[config.mk]
export PLATFORM = sky130hd
export DESIGN_NAME = fcs_flash_command_sequencer
export DESIGN_NICKNAME = d
export VERILOG_FILES = /design/src/fcs_pkg.sv /design/src/fcs_flash_command_sequencer.sv
export SDC_FILE = /design/constraint.sdc
export NUM_CORES = 1
export LEC_CHECK = 0
export BUFFER_PORTS_ARGS = -buffer_cell sky130_fd_sc_hd__buf_4
export CORE_UTILIZATION = 58
export DETAILED_ROUTE_END_ITERATION = 16
export PLACE_DENSITY = 0.81
export SYNTH_ARGS = -nofsm -noshare
export SYNTH_HDL_FRONTEND = slang
export SYNTH_SLANG_ARGS = --single-unit
[constraint.sdc]
create_clock -name mclk -period 4.2 [get_ports mclk]
set_input_delay 0.42 -clock mclk [delete_from_list [all_inputs] [get_ports mclk]]
set_output_delay 0.42 -clock mclk [all_outputs]
set_load 0.02 [all_outputs]
[src/fcs_pkg.sv]
// package of constants for the flash command sequencer
`default_nettype none
package fcs_pkg;
  // register offsets on the plain register port
  localparam int ADDR_W = 2;
  localparam logic [1:0] REG_DIV = 2'h0;
  localparam logic [1:0] REG_STAT = 2'h1;
  localparam logic [1:0] REG_CMD = 2'h2;
  // divider register fields
  localparam int DIV_LOADED_BIT = 7;
  localparam int DIV_PRE8_BIT = 6;
  localparam int DIV_W = 6;
  localparam logic [5:0] DIV_RESET = 6'h00;
  // status register fields
  localparam int ST_CBEF_BIT = 7;
  localparam int ST_CCF_BIT = 6;
  localparam int ST_ACCERR_BIT = 4;
  localparam int ST_BLANK_BIT = 2;
  // command codes
  localparam logic [7:0] CMD_BLANK = 8'h05;
  localparam logic [7:0] CMD_BYTE = 8'h20;
  localparam logic [7:0] CMD_BURST = 8'h25;
  localparam logic [7:0] CMD_PAGE = 8'h40;
  localparam logic [7:0] CMD_MASS = 8'h41;
  localparam logic [7:0] CMD_RESET = 8'h00;
  // durations in flash timing clock periods
  localparam int TICK_W = 15;
  localparam logic [14:0] BYTE_TICKS = 15'd9;
  localparam logic [14:0] BURST_TICKS = 15'd4;
  localparam logic [14:0] PAGE_TICKS = 15'd4000;
  localparam logic [14:0] BLANK_TICKS = 15'd16;
  localparam int MASS_TICKS_DEFAULT = 20000;
  // prescaler used when the divide-by-eight bit is set
  localparam logic [2:0] PRE8_LAST = 3'h7;
  // array geometry
  localparam int ARR_ADDR_W = 16;
  localparam int PAGE_BITS = 9;
  localparam int ROW_BITS = 6;
  // command sequence states, Gray ordered along the usual path
  typedef enum logic [1:0] {
    SEQ_IDLE = 2'b00,
    SEQ_ADDR = 2'b01,
    SEQ_CMD = 2'b11,
    SEQ_QUEUED = 2'b10
  } fcs_seq_type;
endpackage
`default_nettype wire

[src/fcs_flash_command_sequencer.sv]
// flash command sequencer: divider, command protocol and pulse timing
// Functional notes
// - only first divider write after reset
// - divider write blocked while access error
// - operations timed in whole flash periods
// - byte program 9, burst byte 4
// - page erase 4000, mass erase 20000
// - sequence starts with latched array write
// - erase ignores data, page by address
// - erase unit is a 512-byte page
// - blank check 05, erases 40, 41
// - programs 20 and 25, code buffered
// - writing one to empty flag launches
// - writing zero mid-sequence aborts with error
// - error must clear before new sequence
// - out-of-order sequence refused
// - complete flag shows command finished
// - access error cleared by writing one
// - invalid command code sets access error
// - array write while buffer full errors
// - stop during operation aborts with error
//
// The strobed register port and the register offsets were decided locally.
`default_nettype none
module fcs_flash_command_sequencer #(
  parameter int MASS_ERASE_TICKS = fcs_pkg::MASS_TICKS_DEFAULT
) (
  input wire logic mclk,
  input wire logic reset,
  input wire logic [fcs_pkg::ADDR_W-1:0] regAddr,
  input wire logic [7:0] regWrData,
  input wire logic regWrite,
  input wire logic regRead,
  output logic [7:0] regRdData,
  input wire logic arrayWrite,
  input wire logic [fcs_pkg::ARR_ADDR_W-1:0] arrayAddr,
  input wire logic [7:0] arrayData,
  input wire logic stopReq,
  input wire logic arrayBlank,
  output logic pumpOn,
  output logic programActive,
  output logic eraseActive,
  output logic massErase,
  output logic [fcs_pkg::ARR_ADDR_W-1:0] opAddr,
  output logic [7:0] opData,
  output logic flashTick
);
  import fcs_pkg::*;

  fcs_seq_type seq_q, seq_d;
  logic divLoaded_q;
  logic pre8_q;
  logic [DIV_W-1:0] div_q;
  logic [2:0] preCnt_q;
  logic [DIV_W-1:0] divCnt_q;
  logic accerr_q;
  logic ccf_q;
  logic blank_q;
  logic [7:0] cmdBuf_q;
  logic [ARR_ADDR_W-1:0] latAddr_q;
  logic [7:0] latData_q;
  logic busy_q;
  logic [7:0] opCmd_q;
  logic [TICK_W-1:0] tickCnt_q;
  logic wrDiv, wrStat, wrCmd;
  logic accSet, accClr, launch, take, execDone, chain, stopAbort, validCmd;
  logic preWrap;

  // register port decode
  assign wrDiv = regWrite && (regAddr == REG_DIV);
  assign wrStat = regWrite && (regAddr == REG_STAT);
  assign wrCmd = regWrite && (regAddr == REG_CMD);
  assign accClr = wrStat && regWrData[ST_ACCERR_BIT];

  // only the five documented codes are accepted
  assign validCmd = (regWrData == CMD_BLANK) || (regWrData == CMD_PAGE) ||
    (regWrData == CMD_MASS) || (regWrData == CMD_BYTE) ||
    (regWrData == CMD_BURST);

  // duration of one command in flash periods
  function automatic logic [TICK_W-1:0] ticksFor(input logic [7:0] cmd, input logic burst);
    logic [TICK_W-1:0] t;
    t = BLANK_TICKS;
    if (cmd == CMD_BYTE || cmd == CMD_BURST) begin
      t = burst ? BURST_TICKS : BYTE_TICKS;
    end else if (cmd == CMD_PAGE) begin
      t = PAGE_TICKS;
    end else if (cmd == CMD_MASS) begin
      t = TICK_W'(MASS_ERASE_TICKS);
    end
    return t;
  endfunction

  // flash timing clock: prescale then divide by div+1, idle until loaded
  assign preWrap = !pre8_q || (preCnt_q == PRE8_LAST);
  assign flashTick = divLoaded_q && preWrap && (divCnt_q == div_q);

  always_ff @(posedge mclk or posedge reset) begin
    if (reset) begin
      preCnt_q <= 3'h0;
      divCnt_q <= DIV_RESET;
    end else if (!divLoaded_q) begin
      preCnt_q <= 3'h0;
      divCnt_q <= DIV_RESET;
    end else begin
      preCnt_q <= (preWrap || !pre8_q) ? 3'h0 : preCnt_q + 3'h1;
      if (preWrap) begin
        divCnt_q <= (divCnt_q == div_q) ? DIV_RESET : divCnt_q + 6'h01;
      end
    end
  end

  // divider takes one write per reset, and none while an error stands
  always_ff @(posedge mclk or posedge reset) begin
    if (reset) begin
      divLoaded_q <= 1'b0;
      pre8_q <= 1'b0;
      div_q <= DIV_RESET;
    end else if (wrDiv && !divLoaded_q && !accerr_q && seq_q == SEQ_IDLE) begin
      divLoaded_q <= 1'b1;
      pre8_q <= regWrData[DIV_PRE8_BIT];
      div_q <= regWrData[DIV_W-1:0];
    end
  end

  // stop while an operation runs kills it
  assign stopAbort = stopReq && busy_q;

  // command protocol; any departure before launch ends the sequence with an error
  always_comb begin
    seq_d = seq_q;
    accSet = 1'b0;
    launch = 1'b0;
    unique case (seq_q)
      SEQ_IDLE: begin
        if (arrayWrite && !accerr_q) begin
          if (!divLoaded_q) begin
            accSet = 1'b1;
          end else begin
            seq_d = SEQ_ADDR;
          end
        end
      end
      SEQ_ADDR: begin
        if (arrayWrite || wrDiv) begin
          accSet = 1'b1;
          seq_d = SEQ_IDLE;
        end else if (wrStat) begin
          accSet = 1'b1;
          seq_d = SEQ_IDLE;
        end else if (wrCmd) begin
          if (validCmd) begin
            seq_d = SEQ_CMD;
          end else begin
            accSet = 1'b1;
            seq_d = SEQ_IDLE;
          end
        end
      end
      SEQ_CMD: begin
        if (arrayWrite || wrDiv || wrCmd) begin
          accSet = 1'b1;
          seq_d = SEQ_IDLE;
        end else if (wrStat) begin
          if (regWrData[ST_CBEF_BIT]) begin
            launch = 1'b1;
            seq_d = SEQ_QUEUED;
          end else begin
            accSet = 1'b1;
            seq_d = SEQ_IDLE;
          end
        end
      end
      SEQ_QUEUED: begin
        if (arrayWrite) begin
          accSet = 1'b1;
        end
        if (take) begin
          seq_d = SEQ_IDLE;
        end
      end
    endcase
    if (stopAbort) begin
      accSet = 1'b1;
      seq_d = SEQ_IDLE;
    end
  end

  always_ff @(posedge mclk or posedge reset) begin
    if (reset) begin
      seq_q <= SEQ_IDLE;
    end else begin
      seq_q <= seq_d;
    end
  end

  // error flag: a new error wins over a same-cycle clear
  always_ff @(posedge mclk or posedge reset) begin
    if (reset) begin
      accerr_q <= 1'b0;
    end else begin
      accerr_q <= accSet || (accerr_q && !accClr);
    end
  end

  // latch address, data and code of the pending command
  always_ff @(posedge mclk or posedge reset) begin
    if (reset) begin
      latAddr_q <= '0;
      latData_q <= 8'h00;
      cmdBuf_q <= CMD_RESET;
    end else begin
      if (seq_q == SEQ_IDLE && seq_d == SEQ_ADDR) begin
        latAddr_q <= arrayAddr;
        latData_q <= arrayData;
      end
      if (seq_q == SEQ_ADDR && seq_d == SEQ_CMD) begin
        cmdBuf_q <= regWrData;
      end
    end
  end

  // execution: counted in flash ticks only
  assign execDone = busy_q && flashTick && (tickCnt_q == 15'd1);
  assign take = (seq_q == SEQ_QUEUED) && (!busy_q || execDone) && !stopReq;
  // shorter burst time for a sequential burst byte on the same row
  assign chain = execDone && (opCmd_q == CMD_BURST) && (cmdBuf_q == CMD_BURST) &&
    (latAddr_q == opAddr + 16'h0001) && (latAddr_q[ROW_BITS-1:0] != 6'h00);

  always_ff @(posedge mclk or posedge reset) begin
    if (reset) begin
      busy_q <= 1'b0;
      tickCnt_q <= '0;
      opCmd_q <= CMD_RESET;
      opAddr <= '0;
      opData <= 8'h00;
    end else if (stopAbort) begin
      busy_q <= 1'b0;
      tickCnt_q <= '0;
    end else if (take) begin
      busy_q <= 1'b1;
      tickCnt_q <= ticksFor(cmdBuf_q, chain);
      opCmd_q <= cmdBuf_q;
      if (cmdBuf_q == CMD_PAGE) begin
        opAddr <= {latAddr_q[ARR_ADDR_W-1:PAGE_BITS], 9'h000};
      end else begin
        opAddr <= latAddr_q;
      end
      // erase and blank check never use the latched data
      opData <= (cmdBuf_q == CMD_BYTE || cmdBuf_q == CMD_BURST) ? latData_q : 8'hff;
    end else if (execDone) begin
      busy_q <= 1'b0;
      tickCnt_q <= '0;
    end else if (busy_q && flashTick) begin
      tickCnt_q <= tickCnt_q - 15'd1;
    end
  end

  // array control outputs, registered
  always_ff @(posedge mclk or posedge reset) begin
    if (reset) begin
      pumpOn <= 1'b0;
      programActive <= 1'b0;
      eraseActive <= 1'b0;
      massErase <= 1'b0;
    end else begin
      pumpOn <= (busy_q && !execDone && !stopAbort && opCmd_q != CMD_BLANK) ||
        (take && cmdBuf_q != CMD_BLANK);
      programActive <= take ? (cmdBuf_q == CMD_BYTE || cmdBuf_q == CMD_BURST) :
        programActive && busy_q && !execDone && !stopAbort;
      eraseActive <= take ? (cmdBuf_q == CMD_PAGE || cmdBuf_q == CMD_MASS) :
        eraseActive && busy_q && !execDone && !stopAbort;
      massErase <= take ? (cmdBuf_q == CMD_MASS) :
        massErase && busy_q && !execDone && !stopAbort;
    end
  end

  // blank result sampled at the end of a blank check, cleared on launch
  always_ff @(posedge mclk or posedge reset) begin
    if (reset) begin
      blank_q <= 1'b0;
    end else if (launch) begin
      blank_q <= 1'b0;
    end else if (execDone && opCmd_q == CMD_BLANK) begin
      blank_q <= arrayBlank;
    end
  end

  // complete: nothing running and nothing queued
  always_ff @(posedge mclk or posedge reset) begin
    if (reset) begin
      ccf_q <= 1'b1;
    end else if (launch) begin
      ccf_q <= 1'b0;
    end else begin
      ccf_q <= (seq_q != SEQ_QUEUED) && (!busy_q || execDone || stopAbort);
    end
  end

  // read data stand in the cycle after the strobe only
  always_ff @(posedge mclk or posedge reset) begin
    if (reset) begin
      regRdData <= 8'h00;
    end else if (regRead) begin
      unique case (regAddr)
        REG_DIV: regRdData <= {divLoaded_q, pre8_q, div_q};
        REG_STAT: regRdData <= {seq_q != SEQ_QUEUED, ccf_q, 1'b0, accerr_q,
          1'b0, blank_q, 2'b00};
        REG_CMD: regRdData <= cmdBuf_q;
        default: regRdData <= 8'h00;
      endcase
    end else begin
      regRdData <= 8'h00;
    end
  end
endmodule
`default_nettype wire

After elaboration in Yosys (flattened, before gate mapping)
Cells that the tools add are included.
W data, S select, Z words.
{ "word_totals": {"ff_bits": 114, "latch_bits": 0, "ram_bits": 0, "mem_bits_ro": 0, "out_inout_bits": 37, "elab_cells": 173, "n_memories": 0} }
{ "classes": {"n_addsub": 4, "mul": 0, "div_mod_pow": 0, "n_lt_le_gt_ge": 0, "n_eq_ne": 26, "shift": 0, "n_mux": 54, "n_bitwise": 1, "reduce_logical": 66} }
{ "op_table": {"columns": ["cell", "n"], "rows": [
  ["$mux W15", 7],
  ["$eq A8 B6 Y1 const B", 5],
  ["$logic_and A1 B1 Y1", 37],
  ["$eq A8 B7 Y1 const B", 4],
  ["$mux W1", 24],
  ["$pmux W8 S3", 1],
  ["$mux W2", 11],
  ["$mux W6", 3],
  ["$add A16 B1 Y16 const B", 1],
  ["$eq A16 B16 Y1", 1],
  ["$eq A8 B3 Y1 const B", 2],
  ["$mux W8", 2],
  ["$ne A8 B3 Y1 const B", 2],
  ["$eq A15 B1 Y1 const B", 1],
  ["$sub A15 B1 Y15 const B", 1],
  ["$logic_or A1 B1 Y1", 14],
  ["$mux W9", 1],
  ["$eq A2 B2 Y1 const B", 4],
  ["$logic_not A1 Y1", 8],
  ["$pmux W2 S4", 1],
  ["$add A6 B1 Y6 const B", 1],
  ["$eq A2 B1 Y1 const B", 3],
  ["$eq A6 B6 Y1", 1],
  ["$mux W3", 2],
  ["other kinds (13)", 14]
]} }

Depth between registers and ports, before layout
Gate-level depths: netlist of run 1.
{ "logic_depth": {"depth_word": 14, "depth_mapped": 10, "depth_no_buf": 8} }

Worst setup path before layout of run 1
No wires, ideal clock.
{ "synth_path": {"path_kind": "flip-flop to flip-flop", "start": "register opAddr[1] in the netlist's numbering", "end": "register tickCnt_q[0]", "setup_ns": 0.135, "t_arrival_ns": 2.201, "t_required_ns": 4.065, "setup_slack_ns": 1.864, "path_stages_with_launch": 8, "n_path_buf": 0, "cell_sequence": "dfrtp_1 -> ha_1 -> nand4_1 -> a2111o_1 -> a32oi_1 -> nand4_1 -> nor4_4 -> o22ai_1"} }
{ "synth_between": {"elab_chain_len": 8} }
{ "synth_lines": {"columns": ["element", "line", "text"], "rows": [
  ["start, declared", "fcs_flash_command_sequencer.sv:44", "output logic [fcs_pkg::ARR_ADDR_W-1:0] opAddr,"],
  ["start signal, assigned", "fcs_flash_command_sequencer.sv:245", "opAddr <= {latAddr_q[ARR_ADDR_W-1:PAGE_BITS], 9'h000};"],
  ["start signal, assigned", "fcs_flash_command_sequencer.sv:247", "opAddr <= latAddr_q;"],
  ["$add A16 B1 Y16", "fcs_flash_command_sequencer.sv:228", "(latAddr_q == opAddr + 16'h0001) && (latAddr_q[ROW_BITS-1:0] != 6'h00);"],
  ["$eq A16 B16 Y1", "fcs_flash_command_sequencer.sv:228", null],
  ["$logic_and A1 B1 Y1", "fcs_flash_command_sequencer.sv:227", "assign chain = execDone && (opCmd_q == CMD_BURST) && (cmdBuf_q == CMD_BURST) &&"],
  ["$logic_and A1 B1 Y1", "fcs_flash_command_sequencer.sv:228", null],
  ["$mux W4", "fcs_flash_command_sequencer.sv:85", "t = burst ? BURST_TICKS : BYTE_TICKS;"],
  ["$mux W15", "fcs_flash_command_sequencer.sv:84", "if (cmd == CMD_BYTE || cmd == CMD_BURST) begin"],
  ["$mux W15", "fcs_flash_command_sequencer.sv:240", "end else if (take) begin"],
  ["$mux W15", "fcs_flash_command_sequencer.sv:237", "end else if (stopAbort) begin"],
  ["end signal, assigned", "fcs_flash_command_sequencer.sv:242", "tickCnt_q <= ticksFor(cmdBuf_q, chain);"],
  ["end signal, assigned", "fcs_flash_command_sequencer.sv:255", "tickCnt_q <= tickCnt_q - 15'd1;"],
  ["end, declared", "fcs_flash_command_sequencer.sv:64", "logic [TICK_W-1:0] tickCnt_q;"]
]} }
No other way between the ends.
A chain may end at the register's enable or synchronous reset.

Final worst setup path of run 1
{ "layout_path": {"start": "register tickCnt_q[1]", "end": "register opAddr[3] in the netlist's numbering"} }
{ "layout_between": {"elab_chain_len": 6} }
{ "layout_lines": {"columns": ["element", "line", "text"], "rows": [
  ["$eq A15 B1 Y1", "fcs_flash_command_sequencer.sv:224", "assign execDone = busy_q && flashTick && (tickCnt_q == 15'd1);"],
  ["$logic_and A1 B1 Y1", "fcs_flash_command_sequencer.sv:224", null],
  ["$logic_or A1 B1 Y1", "fcs_flash_command_sequencer.sv:225", "assign take = (seq_q == SEQ_QUEUED) && (!busy_q || execDone) && !stopReq;"],
  ["$logic_and A1 B1 Y1 (2 in a row)", "fcs_flash_command_sequencer.sv:225", null],
  ["$reduce_and A2 Y1 (no line)", null, null]
]} }
No other way between the ends.

==> flow_summary.yaml, run 1 <==
setup_path:
  cp.arrival_ns: 3.17
  crit_path_end_kind: "register"
  startpoint: "tickCnt_q[1]$_DFFE_PP0P_"
  startpoint_type: "register"
  cp_data_required_time_ns: 4.62
  path_class: "register to register"
  r2r-start: "tickCnt_q[1]$_DFFE_PP0P_"
  ff2ff_setup_slack_ns: 1.45
  endpoint: "opAddr[3]$_DFFE_PP0P_"
  r2r-end: "opAddr[3]$_DFFE_PP0P_"
  ff2ff_path_depth: 9
  worstPathMaxFanout: 29
routing:
  vias: 5091
  wire_per_inst_um: 17.93
  firstDrtPassIters: 7
  ant_nets: 0
  wl_um: 15060
  drc: 0
  drt_iter0_markers: 382
  vias_per_cell: 6.061
final_layout:
  area_growth_pct: 19.91
  postLayoutCoreUtil_pct: 71.37
  fill_cells: 739
  nets: 741
  drive_above_1_share_pct: 23.30
  n_antenna_cell: 0
global_routing:
  grt_pass1_wl_um: 24750
  antenna_found_initial: 0
  use_met2_pct: 47.49
  grt_start_max_net_pins: 56
  met3_usage_pct: 7.832
  top_usage_layer: "met2"
  grt_util_met1_pct: 37.48
  grt_use_total_pct: 29.17
  grt_pass1_vias: 4984
  overflow: 0
sta:
  fin_tns_setup_ns: 0
  setup_violations: 0
  drv_slew: 0
  holdWs_ns: -0.002467
  hold_viol_final: 2
  fin_skew_ns: 0.006696
  timing.final.crit_share_pct: 65.39
  rsz0062_at_grt: "no"
  maxSlewHeadroom_pct: 10.46
  tightest_slew_ns: 1.339
  max_freq_mhz: 364.1
  period_needed_ns: 2.746
run:
  maxCapViolations: 0
clock_network:
  clkTransAtPathRegs_ns: 0.06
  cts_tree: "yes"
  clk_path_buf_depth: 2
  htreeDepth: 4
  post-cts-setup-buffer-count: 0
  cts_resized: 0
  root_buffer: "clkbuf_8"
  hold_buffers: 0
  cts_buffers: 17
  clk_latency_ns: 0.53
  clock_sinks: 114
place:
  dpl.hpwl_um: 10360
  io_buffers: 77
  gp_congestion: 0.9354
die:
  boundaryPins: 78
  die_y_um: 104.5
  die_w_um: 104.5
  initial_core_util_pct: 59.52
  rows: 37
  dieArea_um2: 10910
  core_um2: 10230
synth:
  synth_edf_count: 0
  yosys_warnings: 0
  dominantRegCellSynth: "dfrtp_1"
  synth_area_per_cell_um2: 9.806
  syn_area_um2: 6090
  yosysSeqAreaShare_pct: 46.87
  synth_cell_types: 72
  synth_cells: 621
  async_flop_share_pct: 100.0
  ys_ff_latch: 114
  synth_fp_nets: 668
power_and_ir_drop:
  pwr-share-comb_pct: 26.7
  p_per_area_nw_per_um2: 562.0
  clockPowerShare_pct: 32.4
  leakagePower_uw: 0.003414
  seqPwrFrac_pct: 41.0
  switching_power_uw: 1369
  internal_power_uw: 2734
  peakVddDrop_mv: 0.3846
  netSwitchingFraction_pct: 33.37
status:
  violations: "negative hold slack"
  status: "complete, but fails checks"
min_path:
  worstHoldPathType: "input port to asynchronous set/reset pin"
==> registers in the layout, indices dropped and copies added, names as in the netlist, 8 cells and up <==
register and count:
latAddr_q 16, opAddr 16, opData 8, tickCnt_q 15
latData_q 8, opCmd_q 8, regRdData 8, cmdBuf_q 8
==> critical path: stages (launching register included) <==
cell	delay, ns
dfrtp_1	0.42
inv_1	0.10
ha_1	0.16
nor4b_1	0.38
and4_4	0.34
nand3_4	0.16
a211o_1	0.54
buf_4	0.32
nand2_1	0.12
nand2_1	0.06
==> Yosys cell counts (10+ instances only) <==
library cell	number	share of area, %
nand4_1	15	1.5
mux2_2	35	6.5
nor2b_1	13	1.3
o21ai_0	16	1.3
buf_2	11	0.90
nand2_1	110	6.8
nor3_1	16	1.3
clkbuf_1	14	0.86
nor2_1	36	2.2
a21oi_1	15	1.2
o22ai_1	12	1.2
nor4_1	10	1.0
nand3_1	21	1.7
xnor2_1	14	2.0
dfrtp_1	113	46
inv_1	16	0.99
o21ai_1	11	0.90
xor2_1	15	2.2
==> final cells by class <==
type                            instances  area [um^2]  area share (%)
Timing Repair Buffer                   82        615.6           8.430
Tap cell                              136        170.2           2.330
Clock inverter                          6        82.58           1.131
Inverter                               16        62.56          0.8568
Clock buffer                           23        456.7           6.254
Multi-Input combinational cell        463         3060           41.91
Sequential cell                       114         2854           39.09
==> worst min path at each step <==
stage,from,endpoint,slack [ns],cells past startpoint
global route,reset,latData_q[3]$_DFFE_PP0P_,0.04,2
floorplan,preCnt_q[0]$_DFF_PP0_,preCnt_q[0]$_DFF_PP0_,0.41,1
CTS,reset,latData_q[1]$_DFFE_PP0P_,0.02,2
detailed placement,preCnt_q[0]$_DFF_PP0_,preCnt_q[0]$_DFF_PP0_,0.43,1
finish,reset,latData_q[3]$_DFFE_PP0P_,-0.002,2
global placement,preCnt_q[0]$_DFF_PP0_,preCnt_q[0]$_DFF_PP0_,0.42,1
==> per-stage QoR <==
step	area, um^2	power, uW	setup WS [ns]	instances
final	7302	4104	1.454	840
after global routing	7302	4314	1.221	840
after CTS	7302	4113	1.515	840
after detailed placement	6763	2766	1.548	811
after global placement	6763	2711	1.638	811
after floorplan	6090	2404	0.7659	621
==> cells in the final DEF (no fill, tap or decap), drive strengths merged, types with 13 or more instances in the layout <==
master / Yosys / routed
clkbuf: 14 / 23
xnor2: 14 / 14
nand2: 110 / 110
nor3: 17 / 17
a21oi: 15 / 15
nand4: 15 / 15
inv: 16 / 16
nor2b: 13 / 13
nor2: 36 / 36
o21ai: 27 / 27
mux2: 35 / 35
xor2: 15 / 15
nand3: 22 / 22
nor4: 16 / 16
buf: 14 / 82
dfrtp: 113 / 113
==> metal layers <==
metal	part of all wire, %	vias to the layer above
met4	2.3	0
met5	0	-
met3	5.2	28
met1	43	2518
met2	50	164
li1	-	2381
==> cells by family after synthesis <==
kind of cell               Yosys count  share of synthesized area, %
AOI/OAI and AO/OA                  105                         11.98
xor gates and xnor gates            29                         4.171
adders and majority gates            6                         1.233
buffers and inverters               44                         3.000
DFF                                114                         46.87
muxes                               43                         7.787
and+or+nand+nor                    280                         24.96
==> power by group through the flow <==
stage / Sequential [uW] / Clock (uW) / Combinational, uW
6_report: 1680 / 1330 / 1090
5_1_grt: 1720 / 1400 / 1190
4_1_cts: 1670 / 1350 / 1090
3_5_place_dp: 1680 / 0 / 1080
3_3_place_gp: 1660 / 0 / 1050
2_1_floorplan: 1640 / 0 / 761
Power figures use the tool's default switching activity.
==> run 2, diff against run 1 <==
- clock period: 4.2 -> 2.7 ns (I/O delays scaled with it)
==> run 2 against run 1 <==
Against the previous run: the run now ends clean; cell count rose by 5.1%; core utilization up 5.0 points; via count grew 7.1%; combinational power up 72%; clock power is 74% higher; clock skew is 0.0039 ns higher; worst setup slack worse by 1.3 ns; first-iteration DRC count down 3.9%; count of clock-buffer cells in the layout down 3; power grew 66%; register-to-register slack got worse by 1.3 ns; highest routed layer unchanged.
==> flow_summary.yaml, run 2 (same netlist as run 1, synthesis figures left out) <==
routing:
  firstDrtPassIters: 5
  ant_nets: 0
  wl_um: 16860
  drc: 0
  drt_iter0_markers: 367
  vias_per_cell: 6.178
  wire_per_inst_um: 19.09
  vias: 5455
power_and_ir_drop:
  pwr-share-comb_pct: 27.5
  clockPowerShare_pct: 34.2
  peakVddDrop_mv: 0.5791
  leakagePower_uw: 0.003636
  p_per_area_nw_per_um2: 869.9
  switching_power_uw: 2275
  power_uw: 6793
  internal_power_uw: 4517
  seqPwrFrac_pct: 38.3
  netSwitchingFraction_pct: 33.50
sta:
  maxSlewHeadroom_pct: 48.50
  timing.final.crit_share_pct: 94.40
  period_needed_ns: 2.549
  max_freq_mhz: 392.4
  rsz0062_at_grt: "no"
  drv_slew: 0
  fin_skew_ns: 0.01063
  tightest_slew_ns: 0.7709
  hold_viol_final: 0
  setup_violations: 0
  fin_tns_setup_ns: 0
final_layout:
  final_common_cell: "dfrtp_1"
  top_regs: "latAddr_q x16, opAddr x16, tickCnt_q x15"
  area_growth_pct: 28.23
  most-common-layout-cells: "dfrtp_1 (113), nand2_1 (110), buf_4 (92)"
  n_antenna_cell: 0
  postLayoutCoreUtil_pct: 76.32
  nets: 783
  drive_above_1_share_pct: 24.63
die:
  core_um2: 10230
  rows: 37
  initial_core_util_pct: 59.52
  die_y_um: 104.5
  boundaryPins: 78
  die_w_um: 104.5
  dieArea_um2: 10910
setup_path:
  path_class: "register to output port"
  r2r-start: "opAddr[0]$_DFFE_PP0P_"
  crit_path_end_kind: "output port"
  worstPathMaxFanout: 5
  startpoint_type: "register"
  cp_data_required_time_ns: 2.43
  r2r-end: "tickCnt_q[0]$_DFFE_PP0P_"
  ff2ff_path_depth: 6
  ff2ff_setup_slack_ns: 0.18
  cp.arrival_ns: 2.28
global_routing:
  grt_use_total_pct: 32.55
  grt_start_max_net_pins: 44
  grt_pass1_wl_um: 27740
  grt_pass1_vias: 5577
  antenna_found_initial: 0
  overflow: 0
clock_network:
  clk_path_buf_depth: 2
  clkTransAtPathRegs_ns: 0.06
  htreeDepth: 4
  cts_buffers: 17
  clock_sinks: 114
  clk_latency_ns: 0.52
  cts_tree: "yes"
  root_buffer: "clkbuf_8"
place:
  io_buffers: 77
  dpl.hpwl_um: 10800
  gp_congestion: 0.9382
status:
  status: "finished clean"
min_path:
  whs_path_depth: 2
  hp-start: "stopReq"
  hold_end: "programActive$_DFF_PP0_"
  worstHoldPathType: "input port to register"
run:
  maxCapViolations: 0
## run 2: changes by cell type in the layout (fill, tap and decap cells not counted), moves of 2 or more
cell	previous run	this run
dlygate4sd3_1	0	29
buf_4	82	92
buf_12	0	3
clkbuf_1	4	1
bufinv_16	2	4
clkinvlp_4	1	3
## run 2: metal layers
layer  up-vias  track usage, %  wire length, um
li1       2464               -                -
met1      2661           39.58             6624
met2       265           54.40             8473
met3        65           7.519             1101
met4         0           15.92              661
met5         -               0                0
## run 2: final cells by class
| cell class | instances | area, um^2 |
|---|---|---|
| fill | 659 | 2422 |
| tap | 136 | 170.2 |
| sequential | 114 | 2854 |
| inverter | 16 | 63.81 |
| multi-input combinational | 463 | 3075 |
| timing repair buffer | 124 | 1041 |
| clock buffer | 20 | 445.4 |
| clock inverter | 10 | 158.9 |
## run 2: stage by stage
stage	setup WS, ns	std cells	area [um^2]	hold slack, ns
2_1_floorplan	0.3636	621	6093	0.3986
3_3_place_gp	0.1046	824	6899	0.4186
3_5_place_dp	0.1106	824	6899	0.4296
4_1_cts	0.06245	883	7794	0.01171
5_1_grt	0.04357	883	7809	0.01106
6_report	0.1513	883	7809	0.03029
## run 2: power groups by stage
stage	combinational, uW	clock, uW	sequential [uW]
global route	2030	2420	2650
global placement	1690	0	2560
detailed placement	1760	0	2590
finish	1870	2320	2600
CTS	1830	2320	2570
floorplan	1180	0	2560
## run 2: how the worst max path moves through the flow
stage | startpoint | to | slack [ns] | depth (start not counted)
5_1_grt | opAddr[0]$_DFFE_PP0P_ | tickCnt_q[0]$_DFFE_PP0P_ | 0.04 | 6
6_report | div_q[5]$_DFFE_PP0P_ | flashTick | 0.15 | 4
2_1_floorplan | opAddr[1]$_DFFE_PP0P_ | tickCnt_q[0]$_DFFE_PP0P_ | 0.36 | 7
3_5_place_dp | preCnt_q[0]$_DFF_PP0_ | tickCnt_q[0]$_DFFE_PP0P_ | 0.11 | 8
3_3_place_gp | opAddr[0]$_DFFE_PP0P_ | tickCnt_q[0]$_DFFE_PP0P_ | 0.10 | 6
4_1_cts | preCnt_q[0]$_DFF_PP0_ | tickCnt_q[0]$_DFFE_PP0P_ | 0.06 | 8
## run 2: worst max-delay path, stage by stage (launching register included)
cell and delay, ns:
dfrtp_1 0.43, xor2_1 0.23, or4_4 0.61, nor4_1 0.28, buf_4 0.21
## run 2: what timing repair did
action | 4_1_cts | 5_1_grt
setup buffers | 0 | 0
endpoints found under the setup margin | 0 | 11
gates resized for setup | 0 | 4
hold endpoints to repair | 58 | 0
hold buffers | 29 | 0
==> run 3, diff against run 2 <==
- CORE_UTILIZATION: 58 -> 60
- CTS_BUF_LIST: unset -> sky130_fd_sc_hd__clkbuf_8
- PLACE_DENSITY: 0.81 -> 0.83
==> run 3 against run 2 <==
Against the previous run: sequential share of layout area grew 2.4 points; cell area decreased by 6.1%; cell count fell by 2.8%; first-iteration DRC count shrank 13%; core utilization down 1.7 points; largest cell class unchanged.
==> flow_summary.yaml, run 3 (same netlist as run 1, synthesis figures left out) <==
min_path:
  hp-start: "arrayData[1]"
  whs_path_depth: 2
  worstHoldPathType: "input port to register"
  hold_end: "latData_q[1]$_DFFE_PP0P_"
place:
  gp_congestion: 0.9378
  dp_slack_ns: 0.2265
  io_buffers: 77
  dpl.hpwl_um: 11090
global_routing:
  grt_pass1_wl_um: 25120
  grt_use_total_pct: 31.97
  antenna_found_initial: 0
  grt_pass1_vias: 5172
  overflow: 0
  grt_start_max_net_pins: 61
power_and_ir_drop:
  p_per_area_nw_per_um2: 818.3
  peakVddDrop_mv: 0.5969
  leakagePower_uw: 0.003432
final_layout:
  final_common_cell: "dfrtp_1"
  area_growth_pct: 20.38
  n_antenna_cell: 0
  top_regs: "latAddr_q x16, opAddr x16, tickCnt_q x15"
  drive_above_1_share_pct: 25.79
  nets: 759
  most-common-layout-cells: "dfrtp_1 (113), nand2_1 (110), buf_4 (97)"
sta:
  tightest_slew_ns: 0.6400
  rsz0062_at_grt: "no"
  maxSlewHeadroom_pct: 57.24
  holdWs_ns: 0.05484
  max_freq_mhz: 400.5
  period_needed_ns: 2.497
  hold_viol_final: 0
  fin_tns_setup_ns: 0
  setup_ws_ns: 0.2029
  fin_skew_ns: 0.009892
  setup_violations: 0
  timing.final.crit_share_pct: 92.48
  drv_slew: 0
die:
  boundaryPins: 78
  die_y_um: 102.7
  die_w_um: 102.7
  initial_core_util_pct: 62.02
  core_um2: 9819
  rows: 36
  dieArea_um2: 10560
setup_path:
  r2r-end: "opData[3]$_DFFE_PP0P_"
  startpoint_type: "register"
  crit_path_end_kind: "register"
  path_class: "register to register"
  cp.arrival_ns: 2.82
  cp_data_required_time_ns: 3.02
  ff2ff_setup_slack_ns: 0.20
  ff2ff_path_depth: 9
  r2r-start: "tickCnt_q[1]$_DFFE_PP0P_"
  worstPathMaxFanout: 25
clock_network:
  cts_buffers: 17
  htreeDepth: 4
  cts_tree: "yes"
  clock_sinks: 114
  clk_path_buf_depth: 2
  cts_resized: 0
  root_buffer: "clkbuf_8"
  clkTransAtPathRegs_ns: 0.07
  clk_latency_ns: 0.44
routing:
  vias_per_cell: 6.061
  drc: 0
  top_layer: "met4"
  wl_um: 15650
  dr_wl_met2_um: 7801
  vias: 5200
  ant_nets: 0
  wire_per_inst_um: 18.24
  drt_iter0_markers: 319
  firstDrtPassIters: 8
  wl_met1_um: 6352
  met3_length_um: 1029
status:
  status: "finished clean"
run:
  maxCapViolations: 0
run 3: cell types whose count changed in the layout (fill, tap and decap cells not counted), moves of 2 or more:
cell           before  now
clkbuf_16          16    0
clkbuf_8            3   20
dlygate4sd3_1      29    1
buf_4              92   97
bufinv_16           4    2
clkinvlp_4          3    6
clkinv_2            3    1
run 3: final cells by class:
type / instances / area [um^2]
Tap cell: 133 / 166.4
Sequential cell: 114 / 2854
Clock buffer: 20 / 275.3
Multi-Input combinational cell: 463 / 3060
Fill cell: 693 / 2489
Timing Repair Buffer: 100 / 778.2
Inverter: 16 / 63.81
Clock inverter: 12 / 132.6
run 3: stage by stage:
stage                     area (um^2)  power, uW  utilization (%)  instances
after floorplan                  6093       3740                -        621
after global placement           6913       4267            70.40        825
after detailed placement         6913       4360            70.40        825
after CTS                        7331       6000            74.66        858
after global routing             7331       6316            74.66        858
final                            7331       5999            74.66        858
run 3: critical path: stages, from the launching register on:
cell	delay, ns
dfrtp_1	0.41
inv_1	0.09
ha_1	0.16
nor4b_1	0.34
and4_4	0.32
nand3_4	0.11
a211o_1	0.48
buf_4	0.29
nand2_1	0.11
nand2_1	0.06
run 3: where the power goes:
part           internal, uW  switching, uW  leakage (uW)
clock network           892            732      0.000195
logic                   840            962       0.00174
registers              2120            455       0.00150
total                  3850           2150       0.00343
run 3: layer usage:
metal / up-vias / track usage, %
met5: - / 0
met4: 0 / 16.14
met3: 37 / 7.729
met2: 234 / 52.67
met1: 2513 / 39.45
li1: 2416 / -
run 3: repair_timing:
action,CTS,global route
buffers inserted,0,0
hold buffers,1,0
endpoints found under the hold margin,25,0
run 3: worst max-delay path by stage:
stage,from,to,slack (ns)
2_1_floorplan,opAddr[1]$_DFFE_PP0P_,tickCnt_q[0]$_DFFE_PP0P_,0.36
3_3_place_gp,preCnt_q[0]$_DFF_PP0_,tickCnt_q[0]$_DFFE_PP0P_,0.28
3_5_place_dp,preCnt_q[0]$_DFF_PP0_,tickCnt_q[0]$_DFFE_PP0P_,0.23
4_1_cts,div_q[4]$_DFFE_PP0P_,flashTick,0.20
5_1_grt,preCnt_q[0]$_DFF_PP0_,opData[3]$_DFFE_PP0P_,0.05
6_report,tickCnt_q[1]$_DFFE_PP0P_,opData[3]$_DFFE_PP0P_,0.20
